--- config.mk ---
export PLATFORM = sky130hd
export DESIGN_NAME = sms_supervisor
export DESIGN_NICKNAME = d
export VERILOG_FILES = /design/src/rtl/sms_pkg.sv /design/src/rtl/sms_reg_monitor.sv /design/src/rtl/sms_supervisor.sv
export VERILOG_INCLUDE_DIRS = /design/src /design/src/rtl
export SDC_FILE = /design/constraint.sdc
export NUM_CORES = 1
export LEC_CHECK = 0
export ABC_AREA = 1
export ABC_CLOCK_PERIOD_IN_PS = 2500
export BUFFER_PORTS_ARGS = -buffer_cell sky130_fd_sc_hd__buf_4
export CAP_MARGIN = 20
export CORE_UTILIZATION = 40
export CTS_CLUSTER_DIAMETER = 80
export DETAILED_ROUTE_END_ITERATION = 16
export MAX_ROUTING_LAYER = met4
export PLACE_DENSITY = 0.55
export SYNTH_ARGS = -nofsm -noshare
export SYNTH_HDL_FRONTEND = slang
export SYNTH_HIERARCHICAL = 1
export SYNTH_SLANG_ARGS = --single-unit
--- constraint.sdc ---
create_clock -name sys_clk -period 2.5 [get_ports sys_clk]
set_input_delay 0.125 -clock sys_clk [delete_from_list [all_inputs] [get_ports sys_clk]]
set_output_delay 0.125 -clock sys_clk [all_outputs]
set_load 0.02 [all_outputs]
--- src/rtl/sms_regs.svh ---
`ifndef SMS_REGS_SVH
`define SMS_REGS_SVH

// Clock rate in kHz and timing figures in their own units.
`define SMS_CLK_KHZ 20000
`define SMS_FAIL_FILTER_NS 2000
`define SMS_FAIL_FILTER_CYC ((`SMS_FAIL_FILTER_NS * `SMS_CLK_KHZ) / 1000000 + 1)
`define SMS_SHORT_MS 4
`define SMS_SHORT_CYC (`SMS_SHORT_MS * `SMS_CLK_KHZ)
`define SMS_TOFF_MS 1000
`define SMS_TOFF_CYC (`SMS_TOFF_MS * `SMS_CLK_KHZ)
`define SMS_RETRY_WIN_MS 60000
`define SMS_RETRY_WIN_CYC (`SMS_RETRY_WIN_MS * `SMS_CLK_KHZ)
`define SMS_WAKE_PULSE_US 56
`define SMS_WAKE_PULSE_CYC (`SMS_WAKE_PULSE_US * `SMS_CLK_KHZ / 1000)
`define SMS_RETRY_LIMIT 4'h7

// Wake enable field positions and reset value.
`define SMS_WE_LIN 0
`define SMS_WE_CAN 1
`define SMS_WE_CONTACT 2
`define SMS_WE_TIMER 3
`define SMS_WE_DEFAULT 4'h7

`endif

--- src/rtl/sms_pkg.sv ---
package sms_pkg;
  typedef enum logic [1:0] {
    sms_active = 2'b00,
    sms_flash = 2'b01,
    sms_main_standby = 2'b10,
    sms_bat_standby = 2'b11
  } sms_mode_type;
endpackage

--- src/rtl/sms_reg_monitor.sv ---
`include "sms_regs.svh"

// Per-regulator fail latch and short-to-ground detector.
module sms_reg_monitor #(
  parameter int unsigned SHORT_CYC = `SMS_SHORT_CYC
) (
  // Clock and reset.
  input wire logic sys_clk,
  input wire logic reset,
  // Regulator state.
  input wire logic enable,
  input wire logic below_fail,
  input wire logic clear_flags,
  // Results.
  output logic fail_flag,
  output logic short_flag,
  output logic short_off
);
  logic [7:0] filt_cnt;
  logic [31:0] on_cnt;
  logic was_up;
  logic enable_d;
  wire logic filt_done = (filt_cnt >= 8'(`SMS_FAIL_FILTER_CYC));
  wire logic turn_on = enable && !enable_d;
  wire logic short_hit = enable && !was_up && !short_off && (on_cnt >= SHORT_CYC - 1) && below_fail;

  // Dip filter: a fail needs the output low for longer than the filter time.
  always_ff @(posedge sys_clk or posedge reset) begin
    if (reset) begin
      filt_cnt <= 8'h00;
    end else if (!below_fail || !enable) begin
      filt_cnt <= 8'h00;
    end else if (!filt_done) begin
      filt_cnt <= filt_cnt + 8'h01;
    end
  end

  // Time since turn-on; short detection is armed until the output first rises.
  always_ff @(posedge sys_clk or posedge reset) begin
    if (reset) begin
      on_cnt <= 32'h0;
      was_up <= 1'b0;
      enable_d <= 1'b0;
    end else begin
      enable_d <= enable;
      if (turn_on) begin
        on_cnt <= 32'h0;
        was_up <= 1'b0;
      end else if (enable && on_cnt < SHORT_CYC) begin
        on_cnt <= on_cnt + 32'h1;
      end
      if (enable && !below_fail) begin
        was_up <= 1'b1;
      end
    end
  end

  // Flags hold through recovery; a new event wins over a clear.
  always_ff @(posedge sys_clk or posedge reset) begin
    if (reset) begin
      fail_flag <= 1'b0;
      short_flag <= 1'b0;
      short_off <= 1'b0;
    end else begin
      if (filt_done || short_hit) begin
        fail_flag <= 1'b1;
      end else if (clear_flags) begin
        fail_flag <= 1'b0;
      end
      if (short_hit) begin
        short_flag <= 1'b1;
      end else if (clear_flags) begin
        short_flag <= 1'b0;
      end
      if (short_hit) begin
        short_off <= 1'b1;
      end else if (turn_on) begin
        short_off <= 1'b0;
      end
    end
  end
endmodule // sms_reg_monitor

--- src/rtl/sms_supervisor.sv ---
`include "sms_regs.svh"

module sms_supervisor #(
  parameter int unsigned SHORT_CYC = `SMS_SHORT_CYC,
  parameter int unsigned TOFF_CYC = `SMS_TOFF_CYC,
  parameter int unsigned RETRY_WIN_CYC = `SMS_RETRY_WIN_CYC
) (
  // Clock and reset.
  input wire logic sys_clk,
  input wire logic reset,
  // Analog monitors.
  input wire logic thermal_stage_one,
  input wire logic thermal_stage_two,
  input wire logic main_below_fail,
  input wire logic aux_below_fail,
  input wire logic load_above_threshold,
  input wire logic lin_flash_level,
  input wire logic can_flash_level,
  // Controller commands, one-cycle pulses, with the wake enable value and the aux enable level.
  input wire logic cmd_clear_flags,
  input wire logic cmd_main_standby,
  input wire logic cmd_bat_standby,
  input wire logic cmd_write_wake_enable,
  input wire logic [3:0] cmd_wake_enable,
  input wire logic aux_enable_cfg,
  // Wake sources, one-cycle pulses.
  input wire logic lin_wake,
  input wire logic can_wake,
  input wire logic contact_wake,
  input wire logic spi_wake,
  input wire logic timer_wake,
  // Power controls.
  output logic main_regulator_on,
  output logic main_low_current,
  output logic aux_regulator_on,
  output logic outputs_enable,
  output logic relays_enable,
  output logic lin_tx_enable,
  output logic can_tx_enable,
  output logic watchdog_enable,
  output logic watchdog_long_window,
  // Status.
  output sms_pkg::sms_mode_type mode,
  output logic [3:0] wake_enable,
  output logic wake_interrupt_pin_n,
  output logic main_fail_flag,
  output logic aux_fail_flag,
  output logic aux_short_flag,
  output logic forced_standby_short_flag,
  output logic thermal_off_active,
  output logic [3:0] retry_count
);
  sms_pkg::sms_mode_type next_mode;
  logic [31:0] toff_cnt;
  logic [31:0] win_cnt;
  logic [10:0] pulse_cnt;
  logic main_short_off;
  logic aux_short_off;
  logic main_short_flag;
  logic flash_d;
  logic wd_long;
  logic hi_load;
  logic main_short_d;

  // A counter has expired once it reaches its limit less one; shared by the off timer and the window.
  function automatic logic count_expired(input logic [31:0] cnt, input logic [31:0] limit);
    return cnt >= limit - 32'h1;
  endfunction

  // Relays and the LIN transmitter share one gate: off in heat stage one and in either standby.
  function automatic logic link_drive_ok(input logic hot, input logic standby, input logic bat);
    return !hot && !standby && !bat;
  endfunction

  // Wake source qualification; the off timer masks every source.
  wire logic any_wake = !thermal_off_active && (
    (lin_wake && wake_enable[`SMS_WE_LIN]) ||
    (can_wake && wake_enable[`SMS_WE_CAN]) ||
    (contact_wake && wake_enable[`SMS_WE_CONTACT]) ||
    (timer_wake && wake_enable[`SMS_WE_TIMER]) ||
    spi_wake);
  // The controller keeps the two flash lines exclusive, so either one alone selects flash.
  wire logic flash_req = lin_flash_level || can_flash_level;
  wire logic in_standby = (mode == sms_pkg::sms_main_standby);
  wire logic in_bat = (mode == sms_pkg::sms_bat_standby);
  wire logic in_flash = (mode == sms_pkg::sms_flash);
  wire logic in_active = (mode == sms_pkg::sms_active);
  wire logic toff_done = thermal_off_active && count_expired(toff_cnt, TOFF_CYC);
  wire logic retry_fail = toff_done && thermal_stage_two;
  wire logic retry_limit = retry_fail && (retry_count >= `SMS_RETRY_LIMIT - 4'h1);
  // A main short forces standby once, on the cycle its flag rises; a level here would
  // hold the forced flag against the clear command and undo every later wake.
  wire logic main_short_event = main_short_flag && !main_short_d;
  wire logic force_bat = retry_limit || main_short_event;
  wire logic bad_wake_cfg = !cmd_wake_enable[`SMS_WE_TIMER] && !cmd_wake_enable[`SMS_WE_LIN] &&
    !cmd_wake_enable[`SMS_WE_CAN];
  wire logic wake_to_active = (in_standby || in_bat) && any_wake;
  // Regulator enables; a short keeps its regulator off until reset, since its short-off latch also holds the enable low.
  wire logic main_en = !thermal_off_active && !in_bat && !main_short_off;
  wire logic aux_en = aux_enable_cfg && !thermal_stage_one && !aux_short_off;

  // Regulator monitors, one per supply.
  // Each monitor owns its fail latch; the shared clear strobe is the only way back down.
  sms_reg_monitor #(.SHORT_CYC(SHORT_CYC)) u_main_mon (
    .sys_clk(sys_clk),
    .reset(reset),
    .enable(main_en),
    .below_fail(main_below_fail),
    .clear_flags(cmd_clear_flags),
    .fail_flag(main_fail_flag),
    .short_flag(main_short_flag),
    .short_off(main_short_off)
  );
  sms_reg_monitor #(.SHORT_CYC(SHORT_CYC)) u_aux_mon (
    .sys_clk(sys_clk),
    .reset(reset),
    .enable(aux_en),
    .below_fail(aux_below_fail),
    .clear_flags(cmd_clear_flags),
    .fail_flag(aux_fail_flag),
    .short_flag(aux_short_flag),
    .short_off(aux_short_off)
  );

  // Mode selection; forced battery standby has the highest priority.
  // Standby commands are honoured in active mode only, and flash entry goes before them.
  always_comb begin
    next_mode = mode;
    unique case (mode)
      sms_pkg::sms_active: begin
        if (flash_req) next_mode = sms_pkg::sms_flash;
        else if (cmd_bat_standby) next_mode = sms_pkg::sms_bat_standby;
        else if (cmd_main_standby) next_mode = sms_pkg::sms_main_standby;
      end
      sms_pkg::sms_flash: begin
        if (!flash_req) next_mode = sms_pkg::sms_active;
      end
      sms_pkg::sms_main_standby: begin
        if (wake_to_active) next_mode = sms_pkg::sms_active;
      end
      sms_pkg::sms_bat_standby: begin
        if (wake_to_active) next_mode = sms_pkg::sms_active;
      end
    endcase
    if (force_bat && !in_bat) next_mode = sms_pkg::sms_bat_standby;
  end

  // Mode register and the flash exit marker.
  always_ff @(posedge sys_clk or posedge reset) begin
    if (reset) begin
      mode <= sms_pkg::sms_active;
      flash_d <= 1'b0;
    end else begin
      mode <= next_mode;
      flash_d <= in_flash;
    end
  end

  // Delayed copy of the main short flag, so that the short is acted on as a single event.
  always_ff @(posedge sys_clk or posedge reset) begin
    if (reset) begin
      main_short_d <= 1'b0;
    end else begin
      main_short_d <= main_short_flag;
    end
  end

  // Wake enables; a deadlocking setting falls back to defaults.
  // Only the timer, LIN and CAN bits decide a deadlock, since contact wakes may never come.
  always_ff @(posedge sys_clk or posedge reset) begin
    if (reset) begin
      wake_enable <= `SMS_WE_DEFAULT;
    end else if (cmd_write_wake_enable) begin
      wake_enable <= bad_wake_cfg ? `SMS_WE_DEFAULT : cmd_wake_enable;
    end
  end

  // Thermal off timer; runs on stage two and restarts the regulator at expiry.
  // It is not armed in battery standby, so a hot idle device stays quiet there.
  always_ff @(posedge sys_clk or posedge reset) begin
    if (reset) begin
      thermal_off_active <= 1'b0;
      toff_cnt <= 32'h0;
    end else if (!thermal_off_active) begin
      toff_cnt <= 32'h0;
      thermal_off_active <= thermal_stage_two && !in_bat;
    end else if (toff_done) begin
      toff_cnt <= 32'h0;
      thermal_off_active <= 1'b0;
    end else begin
      toff_cnt <= toff_cnt + 32'h1;
    end
  end

  // Restart failures counted over a one-minute window from the first failure.
  // The window restarts only when the count falls back to zero; failures are not aged singly.
  always_ff @(posedge sys_clk or posedge reset) begin
    if (reset) begin
      retry_count <= 4'h0;
      win_cnt <= 32'h0;
    end else if (retry_limit || cmd_clear_flags) begin
      retry_count <= 4'h0;
      win_cnt <= 32'h0;
    end else if (retry_fail) begin
      retry_count <= retry_count + 4'h1;
    end else if (retry_count != 4'h0) begin
      if (count_expired(win_cnt, RETRY_WIN_CYC)) begin
        retry_count <= 4'h0;
        win_cnt <= 32'h0;
      end else begin
        win_cnt <= win_cnt + 32'h1;
      end
    end
  end

  // Forced standby flag; a main short or the retry limit sets it.
  always_ff @(posedge sys_clk or posedge reset) begin
    if (reset) begin
      forced_standby_short_flag <= 1'b0;
    end else if (force_bat) begin
      forced_standby_short_flag <= 1'b1;
    end else if (cmd_clear_flags) begin
      forced_standby_short_flag <= 1'b0;
    end
  end

  // Wake pulse; a load-current rise never starts it.
  // It is started from main standby only; a wake out of battery standby raises no pulse.
  always_ff @(posedge sys_clk or posedge reset) begin
    if (reset) begin
      pulse_cnt <= 11'h000;
    end else if (in_standby && any_wake) begin
      pulse_cnt <= 11'(`SMS_WAKE_PULSE_CYC);
    end else if (pulse_cnt != 11'h000) begin
      pulse_cnt <= pulse_cnt - 11'h001;
    end
  end

  // Standby load state and long watchdog window after flash exit or timer wake.
  // Load state is forced high outside standby, so entering standby starts at high current.
  always_ff @(posedge sys_clk or posedge reset) begin
    if (reset) begin
      hi_load <= 1'b1;
      wd_long <= 1'b1;
    end else begin
      hi_load <= load_above_threshold || !in_standby;
      if ((flash_d && in_active) || (wake_to_active && timer_wake)) begin
        wd_long <= 1'b1;
      end else if (in_flash || in_bat) begin
        wd_long <= 1'b0;
      end
    end
  end

  // Output drive; high-side and aux keep their setup across main standby.
  // Every output is registered, so a mode change reaches the pins one cycle after the mode, or two for pins fed through hi_load or wd_long.
  always_ff @(posedge sys_clk or posedge reset) begin
    if (reset) begin
      main_regulator_on <= 1'b0;
      main_low_current <= 1'b0;
      aux_regulator_on <= 1'b0;
      outputs_enable <= 1'b0;
      relays_enable <= 1'b0;
      lin_tx_enable <= 1'b0;
      can_tx_enable <= 1'b0;
      watchdog_enable <= 1'b0;
      watchdog_long_window <= 1'b0;
      wake_interrupt_pin_n <= 1'b1;
    end else begin
      main_regulator_on <= main_en;
      main_low_current <= in_standby && !hi_load;
      aux_regulator_on <= aux_en && !in_bat;
      outputs_enable <= !thermal_stage_one && !in_bat;
      relays_enable <= link_drive_ok(thermal_stage_one, in_standby, in_bat);
      lin_tx_enable <= link_drive_ok(thermal_stage_one, in_standby, in_bat);
      can_tx_enable <= !in_standby && !in_bat;
      watchdog_enable <= in_active || (in_standby && hi_load);
      watchdog_long_window <= wd_long;
      wake_interrupt_pin_n <= !((in_standby && any_wake) || (pulse_cnt > 11'h001));
    end
  end
endmodule // sms_supervisor

==> results of run 1 <==
-- cell usage in the layout, fill, tap and decap left out, types with 7 or more instances in the layout --
cell / instances
nand2_1: 344
nor2_1: 251
dfrtp_1: 184
inv_1: 170
nand3_1: 123
nand4_1: 88
buf_4: 58
xor2_1: 33
nor3_1: 27
o21ai_0: 27
a21oi_1: 23
nor2_2: 18
dlygate4sd3_1: 18
clkbuf_16: 17
ha_1: 15
inv_2: 13
xnor2_1: 13
nand3b_1: 11
nand2_2: 10
conb_1: 7
-- flip-flops by register name (all words and copies together), names as in the netlist, 2 cells and up --
register / cells
u_main_mon/filt_cnt: 8
toff_cnt: 32
u_aux_mon/on_cnt: 32
win_cnt: 32
pulse_cnt: 11
u_main_mon/on_cnt: 32
mode: 2
retry_count: 4
wake_enable: 4
u_aux_mon/filt_cnt: 8
-- worst register-to-register path, delay by kind of cell, from the launching register on --
family | cells | cell delay [ps]
buffers and inverters | 1 | 310
adders and majority gates | 1 | 190
DFF | 1 | 370
and+or+nand+nor | 9 | 1130
-- timing repair --
action | CTS | global route
setup buffers | 0 | 0
hold buffers | 18 | 0
hold endpoints to repair | 118 | 0
gates resized for setup | 0 | 0
-- path summary, 6_finish.rpt --
path                       slack, ps            start              endpoint  cells after the start
setup / recovery                 380      toff_cnt[0]            win_cnt[5]                     11
hold / removal                    80  cmd_bat_standby               mode[0]                      5
setup reg to reg                 380      toff_cnt[0]            win_cnt[5]                     11
hold reg to reg                  400          wd_long  watchdog_long_window                      0
max in group asynchronous       1510            reset               wd_long                      4
min in group asynchronous        200            reset   u_aux_mon/on_cnt[0]                      3
-- report_power, final --
group	total [mW]	leakage, nW	internal, mW	switching, mW
sequential	3.44	2.55	3.26	0.171
combinational	0.909	2.94	0.336	0.574
clock	2.68	0.282	1.33	1.34
total	7.02	5.78	4.93	2.09
-- kinds of logic after synthesis --
| kind of cell | after synthesis | synth area share |
|---|---|---|
| compound gates | 67 | 0.03618 |
| xor+xnor | 46 | 0.03746 |
| fa+ha+maj | 15 | 0.01745 |
| buf+inv | 223 | 0.09400 |
| flops | 190 | 0.4428 |
| other cells | 1 | 0.0003487 |
| simple gates | 892 | 0.3718 |
-- final cells by class --
type                       instances  area share
clock buffer                      17     0.03496
clock inverter                    15     0.01203
inverter                         184     0.05707
multi-input combinational       1027      0.4113
sequential                       190      0.3914
tap                              335     0.03445
timing repair buffer              81     0.05882
-- routing by layer --
metal / vias up / part of all wire
met5: - / 0
met4: 0 / 0.016
met3: 25 / 0.032
met2: 153 / 0.47
met1: 4263 / 0.49
li1: 4706 / -
==> results.yml, run 1 <==
synth:
  synth.ff_latch_count: 190
  ys_seq_area_frac: 0.4428
  ys_warn_count: 6
  synth.avg_cell_area_um2: 7.500
  yosysTopAreaCell: "dfrtp_1"
  syn_area_mm2: 0.01076
  yosysMostFrequentCell: "nand2_1"
  netlist_top_cells_count: "nand2_1, nor2_1, dfrtp_1, inv_1, nand3_1"
  synth_top_flop_cell: "dfrtp_1"
  synth_cells: 1434
  synth_area_leaders: "dfrtp_1, nand2_1, nor2_1"
  ys_async_sr_fraction: 1.000
  synth.distinct_cells: 42
  synth-edff-count: 0
  synth_top_area_share: 0.4281
timing:
  worstMarginPinSlew_ps: 585.3
  slew_viol_final: 0
  slew_headroom: 0.6092
  rsz0062_at_grt: "false"
  fmax_mhz: 470.8
  period_needed_ps: 2124
  hold_viol_final: 0
  setup_violations: 0
  fin_ws_ps: 375.9
  finalSetupTns_ps: 0
  fin_crit_sh: 0.8496
  hold-worst-slack_ps: 79.27
  finClkSkew_ps: 16.09
placed_design:
  placed_cells: 1797
  numPortBuffers: 47
  place_congestion: 0.9149
  detailed_place.area_mm2: 0.01138
  post-place-ws_ps: 391.1
  dp_hpwl_mm: 17.47
cells_and_area:
  final_net_count: 1539
  seqCellArea_mm2: 0.004762
  fillers: 2590
  diodes: 0
  multi_input_area_mm2: 0.005005
  stdcell_count: 1849
  drive_above_1_share: 0.1070
  area_delta_synth_final_pct: 13.13
  final_cell_area_mm2: 0.01217
  fin_util: 0.4643
setup_path:
  crit_buf_inv: 1
  path_cells: "ha_1 > nand3_1 > nor2_2 > nand2_1 > nand2_1 > nand2_2 > nand2_4 > nand3_4 > buf_12 > nand4_1 > nand2_1"
  criticalPathCategory: "reg2reg"
  critPathRequiredTime_ps: 2820
  cp_top_family: "simple AND/OR/NAND/NOR gates"
  crit_path_max_fanout: 36
  cpMostUsedCell: "nand2_1"
  endpoint_kind: "flop"
  crit_path_top_delay_cell: "dfrtp_1"
  start_kind: "flop"
  critPathArrivalTime_ps: 2440
  cp_slowest_stage_delay_ps: 370
power_and_ir_drop:
  ir_drop_mv: 0.4759
  power_mw: 7.023
  powerDensity_mw_per_mm2: 577.2
  p_leak_nw: 5.779
die:
  die_h_um: 166.0
  initial_utilization: 0.4104
  core.rowCount: 59
  core_area_mm2: 0.02621
  die_w_um: 166.0
  num_io_pins: 48
  dieArea_mm2: 0.02755
outcome:
  violations: "DRC"
  status: "finished, violations left"
clock_tree:
  root_buffer: "clkbuf_16"
  numClockSinks: 190
  cts_max_level: 4
  cts_buffers: 17
  insertion_delay_ps: 440
  tritoncts: "done"
  clkTransAtPathRegs_ps: 80
  cts_buffer_depth: 2
global_routing:
  grt-ovfl-total: 0
  grt_pass1_wl_mm: 42.30
  grt_max_degree: 46
  use_met2: 0.3132
  use_met3: 0.02931
  grt_pass1_vias: 8798
  grt_usage: 0.1918
  met1_usage: 0.2482
  antenna_found_initial: 0
  top_usage_layer: "met2"
drt:
  firstDrtPassIters: 11
  wl_per_cell_um: 13.22
  num_vias: 9147
  vias_per_cell: 4.947
  ant_nets: 0
  finalWirelength_mm: 24.44
  drc: 3
  initialDrtViolationCount: 577
flow_run:
  maxCapViolCount: 0
min_path:
  hold_path_class: "in2reg"
No activity file was read; power rests on OpenSTA's default activity.
==> inputs of run 2 (changes only) <==
ABC_CLOCK_PERIOD_IN_PS = 1850   (was 2500)
clock period = 1.85 ns   (was 2.5 ns; I/O delays follow)
==> run 2 against run 1 <==
Net effect:
- the run still ends with DRC left
- register-to-register slack got worse by 330 ps
- wire length increased by 6.9%
- sequential share of layout area decreased by 2.0 points
- sequential power increased by 34%
- non-clock buffer count increased by 51
- worst setup slack got worse by 330 ps
- flip-flop and latch count unchanged
- global-route usage increased by 0.51 points
- clock power increased by 37%
- total power increased by 39%
- largest power group unchanged
==> results.yml, run 2 (synthesis results as in run 1) <==
outcome:
  status: "finished, violations left"
  violations: "DRC"
global_routing:
  antenna_found_initial: 0
  grt_max_degree: 101
  grt-ovfl-total: 0
  grt_pass1_vias: 8831
  grt_pass1_wl_mm: 43.28
  grt_usage: 0.1969
timing:
  fmax_mhz: 553.2
  hold_viol_final: 0
  period_needed_ps: 1808
  fin_crit_sh: 0.9771
  rsz0062_at_grt: "true"
  worstMarginPinSlew_ps: 610.8
  hold-worst-slack_ps: 53.96
  finClkSkew_ps: 18.82
  setup_violations: 0
  slew_viol_final: 0
  slew_headroom: 0.5928
clock_tree:
  numClockSinks: 190
  clkTransAtPathRegs_ps: 80
  root_buffer: "clkbuf_16"
  cts_buffer_depth: 2
  insertion_delay_ps: 450
  tritoncts: "done"
  cts_max_level: 4
  cts_buffers: 17
die:
  die_h_um: 166.0
  core_area_mm2: 0.02621
  initial_utilization: 0.4104
  dieArea_mm2: 0.02755
  num_io_pins: 48
  core.rowCount: 59
  die_w_um: 166.0
placed_design:
  dp_hpwl_mm: 17.63
  detailed_place.area_mm2: 0.01173
  numPortBuffers: 47
  place_congestion: 0.9383
  placed_cells: 1834
cells_and_area:
  fillers: 2581
  final_net_count: 1591
  final_cell_mix: "nand2_1, nor2_1, dfrtp_1, inv_1, nand3_1"
  stdcell_count: 1901
  drive_above_1_share: 0.1481
  final_cell_area_mm2: 0.01283
  final_common_cell: "nand2_1"
  diodes: 0
  area_delta_synth_final_pct: 19.25
drt:
  wl_per_cell_um: 13.74
  finalWirelength_mm: 26.13
  num_vias: 9398
  vias_per_cell: 4.944
  ant_nets: 0
  drc: 2
  firstDrtPassIters: 11
  initialDrtViolationCount: 643
setup_path:
  critPathRequiredTime_ps: 2170
  endpoint_kind: "flop"
  start_kind: "flop"
  crit_path_max_fanout: 7
  criticalPathCategory: "reg2reg"
  critPathArrivalTime_ps: 2130
power_and_ir_drop:
  powerDensity_mw_per_mm2: 761.3
  ir_drop_mv: 0.5016
  power_mw: 9.765
  p_leak_nw: 6.112
flow_run:
  maxCapViolCount: 0
min_path:
  hold_path_class: "in2reg"
==> run 2: changes by cell type in the layout (fill, tap and decap cells not counted), moves of 4 or more <==
| cell | delta |
|---|---|
| nor2_1 | -4 |
| buf_6 | +5 |
| buf_12 | +5 |
| buf_4 | +37 |
| clkbuf_16 | +5 |
==> run 2: power breakdown <==
part           switching (mW)  internal, mW
Clock                    1.86          1.81
Sequential              0.209          4.41
Combinational           0.881         0.585
Total                    2.95          6.81
==> run 2: area by class of cell <==
type	instances	area (um2)	share of cell area
clock buffers	19	432.9	0.03375
flip-flops and latches	190	4766	0.3716
inverters	184	696.9	0.05434
repair buffers	132	1265	0.09862
clock inverters	13	138.9	0.01083
well taps	335	419.2	0.03268
multi-input cells	1028	5107	0.3982
==> run 2: path summary, 6_finish.rpt <==
path | from | end | cells past startpoint | slack, ps
worst max-delay path | toff_cnt[0] | win_cnt[2] | 11 | 40
worst min-delay path | cmd_bat_standby | mode[0] | 5 | 50
worst max register to register | toff_cnt[0] | win_cnt[2] | 11 | 40
worst min register to register | wd_long | watchdog_long_window | 0 | 420
max in group asynchronous | reset | u_main_mon/on_cnt[8] | 4 | 990
min in group asynchronous | reset | u_main_mon/filt_cnt[6] | 3 | 120
==> run 2: critical path, cell delays in order, from the launching register on <==
cell	delay (ps)
dfrtp_1	400
ha_4	160
nand3_2	90
nor2_2	100
nand2_1	70
nand2_2	70
nand2_2	70
nand2_4	120
nand3_4	210
clkbuf_16	240
nand4_1	80
nand2_1	70
==> run 2: metal layers <==
layer	vias up	share of wire	track usage
li1	4814	-	-
met1	4412	0.49	0.2627
met2	142	0.47	0.3141
met3	30	0.026	0.02931
met4	0	0.013	0.04876
met5	-	0	-
==> run 2: per-stage QoR <==
step | TNS [ps] | setup slack (ps) | util
global route | -1496 | -61.49 | 0.4894
floorplan | 0 | 68.35 | -
detailed placement | 0 | 22.90 | 0.4477
global placement | 0 | 76.76 | 0.4477
finish | 0 | 42.39 | 0.4894
CTS | 0 | 26.92 | 0.4763
==> run 2: repair_timing <==
item,CTS,global route
setup endpoints to repair,1,56
gates cloned,0,8
endpoints found under the hold margin,179,0
setup buffers,1,9
gates resized for setup,0,32
pin swaps,0,13
hold buffers,17,0
